$ cat src/logic/sf_pkg.sv
package sf_pkg;
    // instruction codes
    localparam logic [7:0] WRITE_ENABLE_CMD = 8'h06;
    localparam logic [7:0] WRITE_DISABLE_CMD = 8'h04;
    localparam logic [7:0] STATUS_READ_CMD = 8'h05;
    localparam logic [7:0] FLAG_STATUS_READ_CMD = 8'h70;
    localparam logic [7:0] STATUS_WRITE_CMD = 8'h01;
    localparam logic [7:0] FLAG_CLEAR_CMD = 8'h50;
    localparam logic [7:0] ARRAY_READ_CMD = 8'h03;
    localparam logic [7:0] FAST_READ_CMD = 8'h0B;
    localparam logic [7:0] QUAD_OUT_READ_CMD = 8'h6B;
    localparam logic [7:0] OTP_READ_CMD = 8'h4B;
    localparam logic [7:0] OTP_PROGRAM_CMD = 8'h42;
    localparam logic [7:0] PAGE_PROGRAM_CMD = 8'h02;
    localparam logic [7:0] SUBSECTOR_ERASE_CMD = 8'h20;
    localparam logic [7:0] SECTOR_ERASE_CMD = 8'hD8;
    localparam logic [7:0] WHOLE_CHIP_ERASE_CMD = 8'hC7;
    localparam logic [7:0] SUSPEND_PROGRAM_ERASE_CMD = 8'h75;
    localparam logic [7:0] RESUME_PROGRAM_ERASE_CMD = 8'h7A;
    localparam logic [7:0] NONVOLATILE_CONFIG_WRITE_CMD = 8'hB1;
    localparam logic [7:0] VOLATILE_CONFIG_WRITE_CMD = 8'h81;
    localparam logic [7:0] ENHANCED_CONFIG_WRITE_CMD = 8'h61;
    // protocol field codes
    localparam logic [1:0] QUAD_LANE_PROTOCOL = 2'h1;
    localparam logic [1:0] DUAL_LANE_PROTOCOL = 2'h2;
    // field positions
    localparam int PROTO_LSB = 6;
    localparam int EXEC_IN_PLACE_BIT = 3;
    localparam int DUMMY_LSB = 4;
    localparam int SR_BUSY = 0;
    localparam int SR_WEL = 1;
    localparam int FS_SUSPENDED = 2;
    localparam int FS_REJECTED = 4;
    localparam int FS_READY = 7;
    // reset values
    localparam logic [7:0] NVCFG_RST = 8'hC0;
    localparam logic [7:0] ENHANCED_CFG_RST = 8'hC0;
    localparam logic [7:0] VOLATILE_CFG_RST = 8'h80;
    localparam logic [7:0] STATUS_RST = 8'h00;
    // array geometry
    localparam logic [23:0] SUBSECTOR_MASK = 24'hFFF000;
    localparam logic [23:0] SECTOR_MASK = 24'hFF0000;
    localparam logic [1:0] LAST_ADDR_BYTE = 2'h2;
    localparam int OTP_AW = 6;
    localparam int FIFO_DEPTH = 8;
    localparam int BYTE_W = 8;
    typedef enum logic [2:0] {
        ST_IDLE = 3'b000,
        ST_CMD = 3'b001,
        ST_DEC = 3'b010,
        ST_ADDR = 3'b011,
        ST_DUMMY = 3'b100,
        ST_DOUT = 3'b101,
        ST_DIN = 3'b110,
        ST_IGN = 3'b111
    } st_t;
    typedef enum logic [2:0] {
        OPK_PAGE = 3'b000,
        OPK_SUBSECTOR = 3'b001,
        OPK_SECTOR = 3'b010,
        OPK_CHIP = 3'b011,
        OPK_OTP = 3'b100,
        OPK_STATUS = 3'b101,
        OPK_NVCFG = 3'b110
    } op_kind_t;
endpackage

$ cat src/logic/serial_flash_frontend.sv
// Function
// extended, dual and quad protocols, same functions
// config register bits select the protocol
// everything shifted most significant bit first
// sample from first rising clock after select
// instruction lanes follow the protocol width
// multi-lane protocols carry every phase in parallel
// standard frame opens with one instruction byte
// execute-in-place takes address, dummies, then data
// extended instruction on lane zero, data varies
// read instructions end in a data-out phase
// host may deselect after any output bit
// write-type frames must end on byte boundary; code requires a multiple of 8 clocks in every protocol
// array access ignored during internal cycles
// internal cycles undisturbed except by suspend
// suspend pauses program/erase, not otp/chip/nvcfg
// resume restarts the suspended cycle
// status polls accepted during internal cycles
// polls never disturb the internal cycle
// 64-byte one-time-programmable area
// 24-bit addresses, 4K subsectors, 64K sectors
`timescale 1ns/10ps
`default_nettype none
module serial_flash_frontend import sf_pkg::*; (
    input wire logic i_mclk,
    input wire logic i_rst_n,
    input wire logic i_cs_n,
    input wire logic i_sclk,
    input wire logic [3:0] i_lane_in,
    output logic [3:0] o_lane_out,
    output logic [3:0] o_lane_oe,
    output logic o_rd_req,
    output logic [23:0] o_rd_addr,
    input wire logic i_rd_valid,
    output logic o_rd_ready,
    input wire logic [7:0] i_rd_data,
    output logic o_wr_valid,
    output logic [7:0] o_wr_data,
    output logic o_op_start,
    output logic [2:0] o_op_kind,
    output logic [23:0] o_op_addr,
    input wire logic i_op_done,
    output logic o_suspend,
    output logic o_resume,
    output logic o_busy
);
    logic cs_n_r, sclk_r;
    st_t st_r, st_nxt;
    logic [7:0] sh_r, cmd_r, data_r, cur_r, vcr_r, vecr_r, nvcr_r, sr_r;
    logic [23:0] addr_r, op_addr_r;
    logic [2:0] bit_r, obit_r, clk_cnt_r;
    logic [1:0] abyte_r;
    logic [3:0] dcnt_r, lane_out_r, lane_oe_r;
    logic [5:0] otp_ptr_r;
    logic wel_r, busy_r, susp_r, rej_r, exit_r;
    op_kind_t kind_r, kind_nxt;
    logic rd_req_r, wr_valid_r, op_start_r, suspend_r, resume_r;
    logic [7:0] status_b, flag_b, src_b, nb;
    logic [7:0] fifo_data, otp_rdata;
    logic fifo_valid;

    // pin edges, inputs are synchronous to i_mclk
    wire sel = !i_cs_n;
    wire cs_fall = !i_cs_n && cs_n_r;
    wire cs_rise = i_cs_n && !cs_n_r;
    wire sck_rise = sel && i_sclk && !sclk_r;
    wire sck_fall = sel && !i_sclk && sclk_r;

    // protocol and lane width
    wire [1:0] proto = vecr_r[PROTO_LSB +: 2];
    wire eip = vecr_r[EXEC_IN_PLACE_BIT];
    wire is_quad = proto == QUAD_LANE_PROTOCOL;
    wire is_dual = proto == DUAL_LANE_PROTOCOL;
    wire ext = !is_quad && !is_dual;
    wire [3:0] pw = is_quad ? 4'h4 : is_dual ? 4'h2 : 4'h1;
    wire [3:0] dout_w = (ext && cmd_r == QUAD_OUT_READ_CMD) ? 4'h4 : pw;
    wire [3:0] lw = (st_r == ST_DOUT) ? dout_w : pw;
    wire [7:0] in_byte = (lw == 4'h4) ? {sh_r[3:0], i_lane_in} :
        (lw == 4'h2) ? {sh_r[5:0], i_lane_in[1], i_lane_in[0]} :
        {sh_r[6:0], i_lane_in[0]};
    wire byte_done = sck_rise && (({1'b0, bit_r} + lw) == 4'h8);

    // instruction classes
    wire is_arr_rd = cmd_r == ARRAY_READ_CMD || cmd_r == FAST_READ_CMD || cmd_r == QUAD_OUT_READ_CMD;
    wire is_otp_rd = cmd_r == OTP_READ_CMD;
    wire is_poll = cmd_r == STATUS_READ_CMD || cmd_r == FLAG_STATUS_READ_CMD;
    wire is_pp = cmd_r == PAGE_PROGRAM_CMD;
    wire is_otp_wr = cmd_r == OTP_PROGRAM_CMD;
    wire is_sse = cmd_r == SUBSECTOR_ERASE_CMD;
    wire is_se = cmd_r == SECTOR_ERASE_CMD;
    wire is_chip = cmd_r == WHOLE_CHIP_ERASE_CMD;
    wire is_srw = cmd_r == STATUS_WRITE_CMD;
    wire is_nvw = cmd_r == NONVOLATILE_CONFIG_WRITE_CMD;
    wire is_susp = cmd_r == SUSPEND_PROGRAM_ERASE_CMD;
    wire is_res = cmd_r == RESUME_PROGRAM_ERASE_CMD;
    wire is_modify = is_pp || is_otp_wr || is_sse || is_se || is_chip || is_srw || is_nvw;
    wire has_addr = is_arr_rd || is_otp_rd || is_pp || is_otp_wr || is_sse || is_se;
    wire needs_dummy = cmd_r == FAST_READ_CMD || cmd_r == QUAD_OUT_READ_CMD || is_otp_rd;
    wire bound_type = is_modify || cmd_r == WRITE_ENABLE_CMD || cmd_r == WRITE_DISABLE_CMD ||
        cmd_r == FLAG_CLEAR_CMD || cmd_r == VOLATILE_CONFIG_WRITE_CMD || cmd_r == ENHANCED_CONFIG_WRITE_CMD;
    // while busy only polls and suspend get through; nothing modifies while suspended
    wire blocked = (busy_r && !is_poll && !is_susp) || (susp_r && is_modify);
    wire can_susp = kind_r == OPK_PAGE || kind_r == OPK_SUBSECTOR || kind_r == OPK_SECTOR;

    wire st_t dec_st = blocked ? ST_IGN : has_addr ? ST_ADDR : is_poll ? ST_DOUT : ST_DIN;
    wire st_t addr_st = (busy_r && is_arr_rd) ? ST_IGN : needs_dummy ? ST_DUMMY :
        (is_arr_rd || is_otp_rd) ? ST_DOUT : ST_DIN;
    wire [3:0] dummy_ld = vcr_r[DUMMY_LSB +: 4] - 4'h1;

    // frame completion
    wire fin = cs_rise && st_r == ST_DIN;
    wire aligned = clk_cnt_r == 3'h0;
    wire exec = fin && (aligned || !bound_type);
    wire rej_set = fin && bound_type && !aligned;
    wire start_op = exec && wel_r && is_modify;
    // a cycle that finishes as suspend lands is done, not suspended
    wire do_susp = exec && is_susp && busy_r && can_susp && !i_op_done;
    wire do_res = exec && is_res && susp_r;

    assign kind_nxt = is_pp ? OPK_PAGE : is_sse ? OPK_SUBSECTOR : is_se ? OPK_SECTOR :
        is_chip ? OPK_CHIP : is_otp_wr ? OPK_OTP : is_srw ? OPK_STATUS : OPK_NVCFG;
    wire [23:0] op_addr_nxt = is_sse ? (addr_r & SUBSECTOR_MASK) :
        is_se ? (addr_r & SECTOR_MASK) : addr_r;

    // output data path
    wire pop = sck_fall && st_r == ST_DOUT && obit_r == 3'h0 && is_arr_rd;
    wire otp_we = byte_done && st_r == ST_DIN && is_otp_wr && wel_r;
    wire otp_adv = otp_we || (sck_fall && st_r == ST_DOUT && obit_r == 3'h0 && is_otp_rd);
    always_comb begin
        status_b = sr_r;
        status_b[SR_BUSY] = busy_r;
        status_b[SR_WEL] = wel_r;
        flag_b = 8'h00;
        flag_b[FS_READY] = !busy_r;
        flag_b[FS_REJECTED] = rej_r;
        flag_b[FS_SUSPENDED] = susp_r;
    end
    assign src_b = cmd_r == STATUS_READ_CMD ? status_b : cmd_r == FLAG_STATUS_READ_CMD ? flag_b :
        is_otp_rd ? otp_rdata : fifo_valid ? fifo_data : 8'hFF;
    assign nb = (obit_r == 3'h0) ? src_b : 8'(cur_r << lw);
    wire [3:0] lane_nxt = (lw == 4'h4) ? nb[7:4] : (lw == 4'h2) ? {2'b00, nb[7], nb[6]} :
        {2'b00, nb[7], 1'b0};
    wire [3:0] oe_nxt = (lw == 4'h4) ? 4'hF : (lw == 4'h2) ? 4'h3 : 4'h2;

    always_comb begin
        st_nxt = st_r;
        if (cs_rise) begin
            st_nxt = ST_IDLE;
        end else if (cs_fall) begin
            st_nxt = eip ? ST_ADDR : ST_CMD;
        end else if (st_r == ST_DEC) begin
            st_nxt = dec_st;
        end else if (byte_done && st_r == ST_CMD) begin
            st_nxt = ST_DEC;
        end else if (byte_done && st_r == ST_ADDR && abyte_r == LAST_ADDR_BYTE) begin
            st_nxt = addr_st;
        end else if (sck_rise && st_r == ST_DUMMY && dcnt_r == 4'h0) begin
            st_nxt = ST_DOUT;
        end
    end

    always_ff @(posedge i_mclk or negedge i_rst_n) begin
        if (!i_rst_n) begin
            cs_n_r <= 1'b1;
            sclk_r <= 1'b0;
            st_r <= ST_IDLE;
        end else begin
            cs_n_r <= i_cs_n;
            sclk_r <= i_sclk;
            st_r <= st_nxt;
        end
    end

    // input shifting and counters
    always_ff @(posedge i_mclk or negedge i_rst_n) begin
        if (!i_rst_n) begin
            sh_r <= 8'h00;
            bit_r <= 3'h0;
            clk_cnt_r <= 3'h0;
            abyte_r <= 2'h0;
            dcnt_r <= 4'h0;
        end else if (cs_fall) begin
            bit_r <= 3'h0;
            clk_cnt_r <= 3'h0;
            abyte_r <= 2'h0;
        end else if (sck_rise) begin
            sh_r <= in_byte;
            bit_r <= 3'(bit_r + lw[2:0]);
            clk_cnt_r <= clk_cnt_r + 3'h1;
            if (byte_done && st_r == ST_ADDR) begin
                abyte_r <= abyte_r + 2'h1;
            end
            dcnt_r <= (st_r == ST_DUMMY) ? dcnt_r - 4'h1 : dummy_ld;
        end
    end

    always_ff @(posedge i_mclk or negedge i_rst_n) begin
        if (!i_rst_n) begin
            cmd_r <= 8'h00;
            addr_r <= 24'h000000;
            data_r <= 8'h00;
            otp_ptr_r <= 6'h00;
        end else begin
            if (cs_fall && eip) begin
                cmd_r <= FAST_READ_CMD;
            end else if (byte_done && st_r == ST_CMD) begin
                cmd_r <= in_byte;
            end
            if (byte_done && st_r == ST_ADDR) begin
                addr_r <= {addr_r[15:0], in_byte};
                otp_ptr_r <= in_byte[OTP_AW-1:0];
            end else if (otp_adv) begin
                otp_ptr_r <= otp_ptr_r + 6'h01;
            end
            if (byte_done && st_r == ST_DIN) begin
                data_r <= in_byte;
            end
        end
    end

    // execute-in-place exit on confirmation bit of first dummy clock
    always_ff @(posedge i_mclk or negedge i_rst_n) begin
        if (!i_rst_n) begin
            exit_r <= 1'b0;
        end else if (cs_fall) begin
            exit_r <= 1'b0;
        end else if (sck_rise && st_r == ST_DUMMY && dcnt_r == dummy_ld && eip) begin
            exit_r <= i_lane_in[0];
        end
    end

    // output shifter, changes on falling clock
    always_ff @(posedge i_mclk or negedge i_rst_n) begin
        if (!i_rst_n) begin
            cur_r <= 8'h00;
            obit_r <= 3'h0;
            lane_out_r <= 4'h0;
            lane_oe_r <= 4'h0;
        end else if (cs_rise || cs_fall) begin
            obit_r <= 3'h0;
            lane_oe_r <= 4'h0;
        end else if (sck_fall && st_r == ST_DOUT) begin
            cur_r <= nb;
            obit_r <= 3'(obit_r + lw[2:0]);
            lane_out_r <= lane_nxt;
            lane_oe_r <= oe_nxt;
        end
    end

    // configuration and status
    always_ff @(posedge i_mclk or negedge i_rst_n) begin
        if (!i_rst_n) begin
            vcr_r <= VOLATILE_CFG_RST;
            vecr_r <= ENHANCED_CFG_RST;
            nvcr_r <= NVCFG_RST;
            sr_r <= STATUS_RST;
            wel_r <= 1'b0;
            rej_r <= 1'b0;
        end else begin
            if (cs_rise && exit_r) begin
                vecr_r[EXEC_IN_PLACE_BIT] <= 1'b0;
            end else if (exec && cmd_r == ENHANCED_CONFIG_WRITE_CMD) begin
                vecr_r <= data_r;
            end else if (start_op && is_nvw) begin
                vecr_r[PROTO_LSB +: 2] <= data_r[PROTO_LSB +: 2];
            end
            if (exec && cmd_r == VOLATILE_CONFIG_WRITE_CMD) begin
                vcr_r <= data_r;
            end
            if (start_op && is_nvw) begin
                nvcr_r <= data_r;
            end
            if (start_op && is_srw) begin
                sr_r <= data_r;
            end
            if (exec && cmd_r == WRITE_ENABLE_CMD) begin
                wel_r <= 1'b1;
            end else if (start_op || (exec && cmd_r == WRITE_DISABLE_CMD)) begin
                wel_r <= 1'b0;
            end
            if (rej_set) begin
                rej_r <= 1'b1;
            end else if (exec && cmd_r == FLAG_CLEAR_CMD) begin
                rej_r <= 1'b0;
            end
        end
    end

    // internal modify cycle tracking
    always_ff @(posedge i_mclk or negedge i_rst_n) begin
        if (!i_rst_n) begin
            busy_r <= 1'b0;
            susp_r <= 1'b0;
            kind_r <= OPK_PAGE;
            op_addr_r <= 24'h000000;
        end else begin
            if (start_op) begin
                busy_r <= 1'b1;
                kind_r <= kind_nxt;
                op_addr_r <= op_addr_nxt;
            end else if (do_res) begin
                busy_r <= 1'b1;
                susp_r <= 1'b0;
            end else if (do_susp) begin
                busy_r <= 1'b0;
                susp_r <= 1'b1;
            end else if (i_op_done) begin
                busy_r <= 1'b0;
            end
        end
    end

    // user-side strobes
    always_ff @(posedge i_mclk or negedge i_rst_n) begin
        if (!i_rst_n) begin
            rd_req_r <= 1'b0;
            wr_valid_r <= 1'b0;
            op_start_r <= 1'b0;
            suspend_r <= 1'b0;
            resume_r <= 1'b0;
        end else begin
            rd_req_r <= byte_done && st_r == ST_ADDR && abyte_r == LAST_ADDR_BYTE && is_arr_rd && !busy_r;
            wr_valid_r <= byte_done && st_r == ST_DIN && is_pp && wel_r;
            op_start_r <= start_op;
            suspend_r <= do_susp;
            resume_r <= do_res;
        end
    end

    sf_byte_fifo #(
        .WIDTH(BYTE_W),
        .DEPTH(FIFO_DEPTH)
    ) u_rd_fifo (
        .i_mclk(i_mclk),
        .i_rst_n(i_rst_n),
        .i_clear(cs_rise || cs_fall),
        .i_in_valid(i_rd_valid),
        .o_in_ready(o_rd_ready),
        .i_in_data(i_rd_data),
        .o_out_valid(fifo_valid),
        .i_out_ready(pop),
        .o_out_data(fifo_data)
    );

    sf_otp_mem #(
        .AW(OTP_AW),
        .DW(BYTE_W)
    ) u_otp (
        .i_mclk(i_mclk),
        .i_rst_n(i_rst_n),
        .i_we(otp_we),
        .i_waddr(otp_ptr_r),
        .i_wdata(in_byte),
        .i_raddr(otp_ptr_r),
        .o_rdata(otp_rdata)
    );

    assign o_lane_out = lane_out_r;
    assign o_lane_oe = lane_oe_r;
    assign o_rd_req = rd_req_r;
    assign o_rd_addr = addr_r;
    assign o_wr_valid = wr_valid_r;
    assign o_wr_data = data_r;
    assign o_op_start = op_start_r;
    assign o_op_kind = kind_r;
    assign o_op_addr = op_addr_r;
    assign o_suspend = suspend_r;
    assign o_resume = resume_r;
    assign o_busy = busy_r;
endmodule // serial_flash_frontend
`default_nettype wire

$ cat src/logic/sf_byte_fifo.sv
`timescale 1ns/10ps
`default_nettype none
module sf_byte_fifo #(
    parameter int WIDTH = 8,
    parameter int DEPTH = 8
) (
    input wire logic i_mclk,
    input wire logic i_rst_n,
    input wire logic i_clear,
    input wire logic i_in_valid,
    output logic o_in_ready,
    input wire logic [WIDTH-1:0] i_in_data,
    output logic o_out_valid,
    input wire logic i_out_ready,
    output logic [WIDTH-1:0] o_out_data
);
    localparam int AW = $clog2(DEPTH);
    logic [WIDTH-1:0] mem_r [DEPTH];
    logic [AW:0] wp_r;
    logic [AW:0] rp_r;
    wire push = i_in_valid && o_in_ready;
    wire pop = o_out_valid && i_out_ready;
    assign o_out_valid = (wp_r != rp_r) && !i_clear;
    assign o_in_ready = !i_clear && ((wp_r[AW-1:0] != rp_r[AW-1:0]) || (wp_r[AW] == rp_r[AW]));
    assign o_out_data = mem_r[rp_r[AW-1:0]];
    always_ff @(posedge i_mclk) begin
        if (push) begin
            mem_r[wp_r[AW-1:0]] <= i_in_data;
        end
    end
    always_ff @(posedge i_mclk or negedge i_rst_n) begin
        if (!i_rst_n) begin
            wp_r <= '0;
            rp_r <= '0;
        end else if (i_clear) begin
            wp_r <= '0;
            rp_r <= '0;
        end else begin
            wp_r <= wp_r + (AW+1)'(push);
            rp_r <= rp_r + (AW+1)'(pop);
        end
    end
endmodule // sf_byte_fifo
`default_nettype wire

$ cat src/logic/sf_otp_mem.sv
`timescale 1ns/10ps
`default_nettype none
module sf_otp_mem #(
    parameter int AW = 6,
    parameter int DW = 8
) (
    input wire logic i_mclk,
    input wire logic i_rst_n,
    input wire logic i_we,
    input wire logic [AW-1:0] i_waddr,
    input wire logic [DW-1:0] i_wdata,
    input wire logic [AW-1:0] i_raddr,
    output logic [DW-1:0] o_rdata
);
    logic [DW-1:0] mem_r [2**AW];
    logic [2**AW-1:0] prog_r;
    // programming only clears bits, unwritten bytes read erased
    always_ff @(posedge i_mclk) begin
        if (i_we) begin
            mem_r[i_waddr] <= prog_r[i_waddr] ? (mem_r[i_waddr] & i_wdata) : i_wdata;
        end
    end
    always_ff @(posedge i_mclk or negedge i_rst_n) begin
        if (!i_rst_n) begin
            prog_r <= '0;
            o_rdata <= '1;
        end else begin
            if (i_we) begin
                prog_r[i_waddr] <= 1'b1;
            end
            o_rdata <= prog_r[i_raddr] ? mem_r[i_raddr] : '1;
        end
    end
endmodule // sf_otp_mem
`default_nettype wire

$ cat config.mk
export PLATFORM = sky130hd
export DESIGN_NAME = serial_flash_frontend
export DESIGN_NICKNAME = d
export VERILOG_FILES = /design/src/logic/sf_pkg.sv /design/src/logic/serial_flash_frontend.sv /design/src/logic/sf_byte_fifo.sv /design/src/logic/sf_otp_mem.sv
export SDC_FILE = /design/constraint.sdc
export NUM_CORES = 1
export LEC_CHECK = 0
export ABC_AREA = 1
export BUFFER_PORTS_ARGS = -buffer_cell sky130_fd_sc_hd__buf_2
export CORE_UTILIZATION = 50
export DETAILED_ROUTE_END_ITERATION = 10
export PLACE_DENSITY = 0.67
export SLEW_MARGIN = 20
export SYNTH_ARGS = -nofsm -noshare
export SYNTH_HDL_FRONTEND = slang
export SYNTH_SLANG_ARGS = --single-unit
$ cat constraint.sdc
create_clock -name i_mclk -period 7.55 [get_ports i_mclk]
set_input_delay 1.51 -clock i_mclk [delete_from_list [all_inputs] [get_ports i_mclk]]
set_output_delay 1.51 -clock i_mclk [all_outputs]
set_load 0.05 [all_outputs]
Yosys cells after proc, flatten, opt, wreduce, memory -nomap -nowiden
Memory sizes are Yosys's and may differ from the RTL's.
Cells that the tools add are included.

cells by class
  add/sub/neg operators = 10
  order comparisons = 2
  equality and inequality tests = 38
  shift operators = 1
  muxes and demuxes = 80
  bitwise operators = 6
  reductions and logical operators = 122

operator list
  kind                                           number
  2-to-1 mux 8 bit                               11
  == test 8 x 7 -> 1 bit, second input constant  8
  OR 64 bit                                      1
  2-to-1 mux 3 bit                               21
  logical AND 1 bit                              57
  == test 8 bit, second input constant           4
  2-to-1 mux 16 bit                              2
  2-to-1 mux 4 bit                               8
  logical OR 1 bit                               29
  2-to-1 mux 2 bit                               13
  == test 8 x 3 -> 1 bit, second input constant  3
  nonzero test 2 bit                             11
  2-to-1 mux 1 bit                               21
  == test 8 x 2 -> 1 bit, second input constant  2
  logical NOT 1 bit                              13
  == test 3 x 2 -> 1 bit, second input constant  4
  == test 3 bit, second input constant           4
  2-to-1 mux 6 bit                               2
  AND reduction 2 bit                            6
  logical NOT 3 bit                              3
  adder 4 x 1 -> 4 bit                           2
  AND 8 bit                                      1
  == test 8 x 1 -> 1 bit, second input constant  1
  == test 8 x 4 -> 1 bit, second input constant  1
  other kinds (24)                               31

storage, ports and cells
  register bits = 228
  memory bits (writable) = 576
  bits of input ports = 18
  output and inout port bits = 74
  logic and storage cells = 298
  memories = 2

memory list
  memory           words  width  read ports  clocked after Yosys merged registers in  write ports  RTL line            text
  u_otp.mem_r      64     8      1           0                                        1            sf_otp_mem.sv:15    logic [DW-1:0] mem_r [2**AW];
  u_rd_fifo.mem_r  8      8      1           0                                        1            sf_byte_fifo.sv:18  logic [WIDTH-1:0] mem_r [DEPTH];

Logic depth before layout (Yosys ltp)
  word-level depth = 22
  depth in mapped cells = 19
  depth with buffers taken out = 19

By module
A second synthesis with hierarchy kept.

second synthesis, totals
  cell total of the unflattened synthesis = 5073
  area, all modules = 40998.1 sq um

modules (own cells, without submodules)
  module                 instances  cells an instance  area each (sq um)  sequential area each (sq um)
  sf_otp_mem             1          3899               30807.0            17186.5
  serial_flash_frontend  1          918                7166.9             3458.3
  sf_byte_fifo           1          256                3024.2             2122.0

Least setup slack after synthesis
No wires, ideal clock.

  path kind = in2out
  from = input i_cs_n
  to = output o_rd_ready
  arrival time = 2.245 ns
  data required time = 6.040 ns
  path slack = 3.795 ns
  stages on the path = 4
  buffers on the path = 0
  cell sequence = inv_1 > ha_1 > nand2_1 > inv_1

between the ends
  word-level cells in the longest chain between the ends = 5
  elaborated cells between the ends (all ways) = 6
  those cells by class = reduce/logical: 6

RTL lines
  element              RTL line                      text
  start: declaration   serial_flash_frontend.sv:27   input wire logic i_cs_n,
  logical NOT 1 bit    serial_flash_frontend.sv:64   wire cs_fall = !i_cs_n && cs_n_r;
  logical AND 1 bit    serial_flash_frontend.sv:64
  logical OR 1 bit *   serial_flash_frontend.sv:336  .i_clear(cs_rise || cs_fall),
  logical NOT 1 bit *  sf_byte_fifo.sv:24            assign o_in_ready = !i_clear && ((wp_r[AW-1:0] != rp_r[AW-1:0]) || (wp_r[AW] == rp_r[AW]));
  logical AND 1 bit *  sf_byte_fifo.sv:24
  end: declaration     serial_flash_frontend.sv:35   output logic o_rd_ready,

Mark *: on every way between the ends. The rest lies on a longest branch, timed or not.

Final worst setup path
  from = register otp_ptr_r[1]
  to = memory u_otp.mem_r[62][4] (data pin)

between the ends
  word-level cells in the longest chain between the ends = 3
  elaborated cells between the ends (all ways) = 5
  those cells by class = mux: 3; bitwise: 1; memory: 1

RTL lines
  element                                                                                    RTL line                      text
  start: declaration                                                                         serial_flash_frontend.sv:54   logic [5:0] otp_ptr_r;
  start signal: assignment                                                                   serial_flash_frontend.sv:211  otp_ptr_r <= in_byte[OTP_AW-1:0];
  start signal: assignment                                                                   serial_flash_frontend.sv:213  otp_ptr_r <= otp_ptr_r + 6'h01;
  memory read (64 x 8 bit) / binary-select mux 1 bit (select 6 bit) (equally long branches)  --
  AND 8 bit / 2-to-1 mux 1 bit (equally long branches)                                       sf_otp_mem.sv:20              mem_r[i_waddr] <= prog_r[i_waddr] ? (mem_r[i_waddr] & i_wdata) : i_wdata;
  2-to-1 mux 8 bit *                                                                         sf_otp_mem.sv:20
  end: declaration                                                                           sf_otp_mem.sv:15

Mark *: on every way between the ends. The rest lies on a longest branch, timed or not. The select of a mux whose other input is x is not followed.

==> flow_summary.toml <==
[timing]
period_share_pct = 67.9
finalMaxSlewViolations = 0
rsz0062_at_grt = "false"
timing.hold.ws_ns = 0.462
clock_skew_ns = 0.0244
finalSetupViolations = 0
relSlewSlack_pct = 22.0
setup_slack_ns = 2.43
max_freq_mhz = 195
worst_slew_pin_slew_ns = 1.17
period_needed_ns = 5.12
fin_tns_setup_ns = 0
hold_violations = 0

[cells_and_area]
area_delta_synth_final_pct = 11.8
finalNonFillerCells = 3989
post-route-util_pct = 56.4
nets = 3098
diodes = 0
drive_above_1_share_pct = 13.1
fillers = 5433
fin_area_um2 = 37100

[yosys]
synth_area_per_cell_um2 = 11.1
yosysTopAreaCell = "edfxtp_1"
synth_edf_count = 576
netlist_top_cells_count = "nand2_1 (818), edfxtp_1 (576), inv_1 (244)"
synth_area_um2 = 33200
yosysSeqAreaShare_pct = 68.7
synth_top_family_by_area = "simple AND/OR/NAND/NOR gates"
yosysMostFrequentCell = "nand2_1"
synthFlopType = "edfxtp_1"
synthAdderAreaFrac_pct = 0.875
ys_seq_elements = 794
yosysWarningCount = 0
ys_types = 55
synth_top_area_share_pct = 52.2
syn_nets = 3016
ys_async_sr_fraction_pct = 27.5
synthXorXnorAreaFrac_pct = 0.370
synthMuxAreaShare_pct = 0.0302
synth_area_leaders = "edfxtp_1 (52%), dfrtp_1 (16%), nand2_1 (9.3%)"
syn-instance-count = 2976
synth_compound_area_share_pct = 7.45
yosys.area_share.simple_pct = 17.6

[clocking]
h-tree-depth = 3
cts-root-buf = "clkbuf_16"
clk_latency_ns = 0.63
clk_pin_slew_worst_paths_ns = 0.06
cts_hold_buf = 0
cts_setup_buffers = 0
numCtsBuffers = 82
clk_path_buf_depth = 3
clock-sinks = 794
cts_tree = "yes"
ctsResizeCount = 0

[job]
maxCapViolCount = 0

[route]
dr.pass1.iters = 6
dr.first_iter.drc_count = 2389
viasPerCell = 5.67
ant_nets = 0
wl_per_cell_um = 21.9
dr_total_vias = 22600
routed_wl_um = 87400
remaining_drc_errors = 0

[placed_design]
dpl.cell_count = 3838
pre_cts_ws_ns = 2.25
place_area_um2 = 34400
numPortBuffers = 91
routabilityCongestion = 0.938
dp_hpwl_um = 54700

[worst_setup_path]
arrival_ns = 5.42
cpMostUsedCell = "nand2_1"
ff2ff_path_depth = 12
path_cells = "inv_2 -> nand3_2 -> clkinv_2 -> nand2_1 -> o2111ai_1 -> o21ai_0 -> nand2_1 -> nor2_4 -> nand2_4 -> nand3_1 -> nand2_2 -> buf_4"
required_ns = 7.85
crit_family = "simple AND/OR/NAND/NOR gates"
worst_r2r_startpoint = "otp_ptr_r[1]"
r2r_slack_ns = 2.43
end_kind = "flop"
startpoint_type = "flop"
worstSetupPathType = "flop to flop"
cp_slowest_cell = "clkinv_2"
path_buf_inv = 3
path_max_fanout = 53
cpPeakStageDelay_ns = 0.99
reg2reg_to = "u_otp.mem_r[62][4]"

[floorplanning]
initial_core_util_pct = 50.4
core_area_um2 = 65700
dieArea_um2 = 67400
die_h_um = 260
ioPinCount = 92
std_cell_rows = 94
dieWidth_um = 260

[global_routing]
gr-usage-all-layers_pct = 26.3
grt_start_max_net_pins = 95
antenna_found_initial = 1
overflow = 0
grt_pass1_wl_um = 133000
grt_pass1_vias = 22400

[status]
outcome = "completed"

[power]
power_density_nw_per_um2 = 253
peakVddDrop_uv = 304
total_power_mw = 9.38
p_leak_nw = 14.9

[worst_hold_path]
holdPathEnd = "u_otp.prog_r[0]"
hp-class = "flop to flop"
min_from = "u_otp.prog_r[0]"
hold_depth = 2
-- per-layer routing --
layer	global-route usage, %	share of wire (%)	vias up
li1	-	-	10300
met1	35.1	41	11200
met2	43.2	48	941
met3	4.29	7.5	181
met4	9.92	3.3	0
met5	0	0	-
-- area by class of cell --
cell class / count / area (um^2) / share of cell area [%]
well taps: 864 / 1080 / 2.92
clock buffers: 113 / 2300 / 6.21
multi-input cells: 1788 / 8800 / 23.7
flip-flops and latches: 794 / 22800 / 61.4
repair buffers: 122 / 711 / 1.92
inverters: 270 / 1020 / 2.76
clock inverters: 38 / 389 / 1.05
-- cell families (layout without fill, tap and decap cells) --
kind of cell | Yosys count | in the layout
flip-flops | 794 | 794
XOR/XNOR | 14 | 14
AO/OA/AOI/OAI | 406 | 406
buffers and inverters | 394 | 543
AND/OR/NAND/NOR | 1345 | 1345
adder cells (fa/ha/maj) | 22 | 22
multiplexers | 1 | 1
-- worst reg2reg max path: stages, from the launching register on --
cell and delay (ns):
dfrtp_1 0.65, inv_2 0.37, nand3_2 0.56, clkinv_2 1.00, nand2_1 0.27, o2111ai_1 0.13, o21ai_0 0.30, nand2_1 0.15
nor2_4 0.28, nand2_4 0.20, nand3_1 0.13, nand2_2 0.30, buf_4 0.42
-- power by group --
| group | switching, mW | leakage [nW] | internal, mW |
|---|---|---|---|
| clock | 1.65 | 1.33 | 2.40 |
| sequential | 0.0326 | 7.85 | 4.87 |
| combinational | 0.339 | 5.70 | 0.0758 |
| total | 2.02 | 14.9 | 7.36 |
-- sequential cells by signal, indices dropped and copies added, names as in the netlist, 4 cells and up --
signal and cells:
otp_ptr_r 6, sh_r 7, cur_r 8, o_op_addr 24
dcnt_r 4, u_rd_fifo.wp_r 4, u_otp.mem_r 512, o_wr_data 8
o_lane_out 4, u_otp.o_rdata 8, o_rd_addr 24, vcr_r 4
cmd_r 8, u_rd_fifo.rp_r 4, u_otp.prog_r 64, sr_r 6
u_rd_fifo.mem_r 64
-- how the worst max path moves through the flow --
stage	start	to	slack [ns]	cells past startpoint
finish	otp_ptr_r[1]	u_otp.mem_r[62][4]	2.43	12
global route	otp_ptr_r[1]	u_otp.mem_r[62][4]	2.18	12
CTS	otp_ptr_r[2]	u_otp.mem_r[16][6]	2.22	11
detailed placement	otp_ptr_r[2]	u_otp.mem_r[16][6]	2.25	11
global placement	otp_ptr_r[2]	u_otp.mem_r[37][2]	2.47	11
floorplan	i_cs_n	o_rd_ready	3.80	4
-- layout by cell type, fill, tap and decap left out, types with 6 or more instances in the layout --
cell type,instances
a21oi_1,66
a22oi_1,70
buf_2,90
buf_4,30
bufinv_16,8
clkbuf_1,18
clkbuf_16,83
clkbuf_8,11
clkinv_1,14
clkinv_2,17
dfrtp_1,206
dfstp_2,12
edfxtp_1,576
ha_1,20
inv_1,243
inv_2,20
nand2_1,810
nand2_2,15
nand2_4,11
nand3_1,141
nand3_2,6
nand3b_1,10
nand4_1,75
nor2_1,188
nor2_2,19
nor2_4,7
nor3_1,13
nor3_2,7
o211ai_1,12
o21ai_0,164
o21ai_1,18
o21ai_2,27
o22ai_1,19
o2bb2ai_1,6
or2_1,7
or2_2,27
xnor2_1,6
xor2_1,8
No activity file was read; power rests on OpenSTA's default activity.
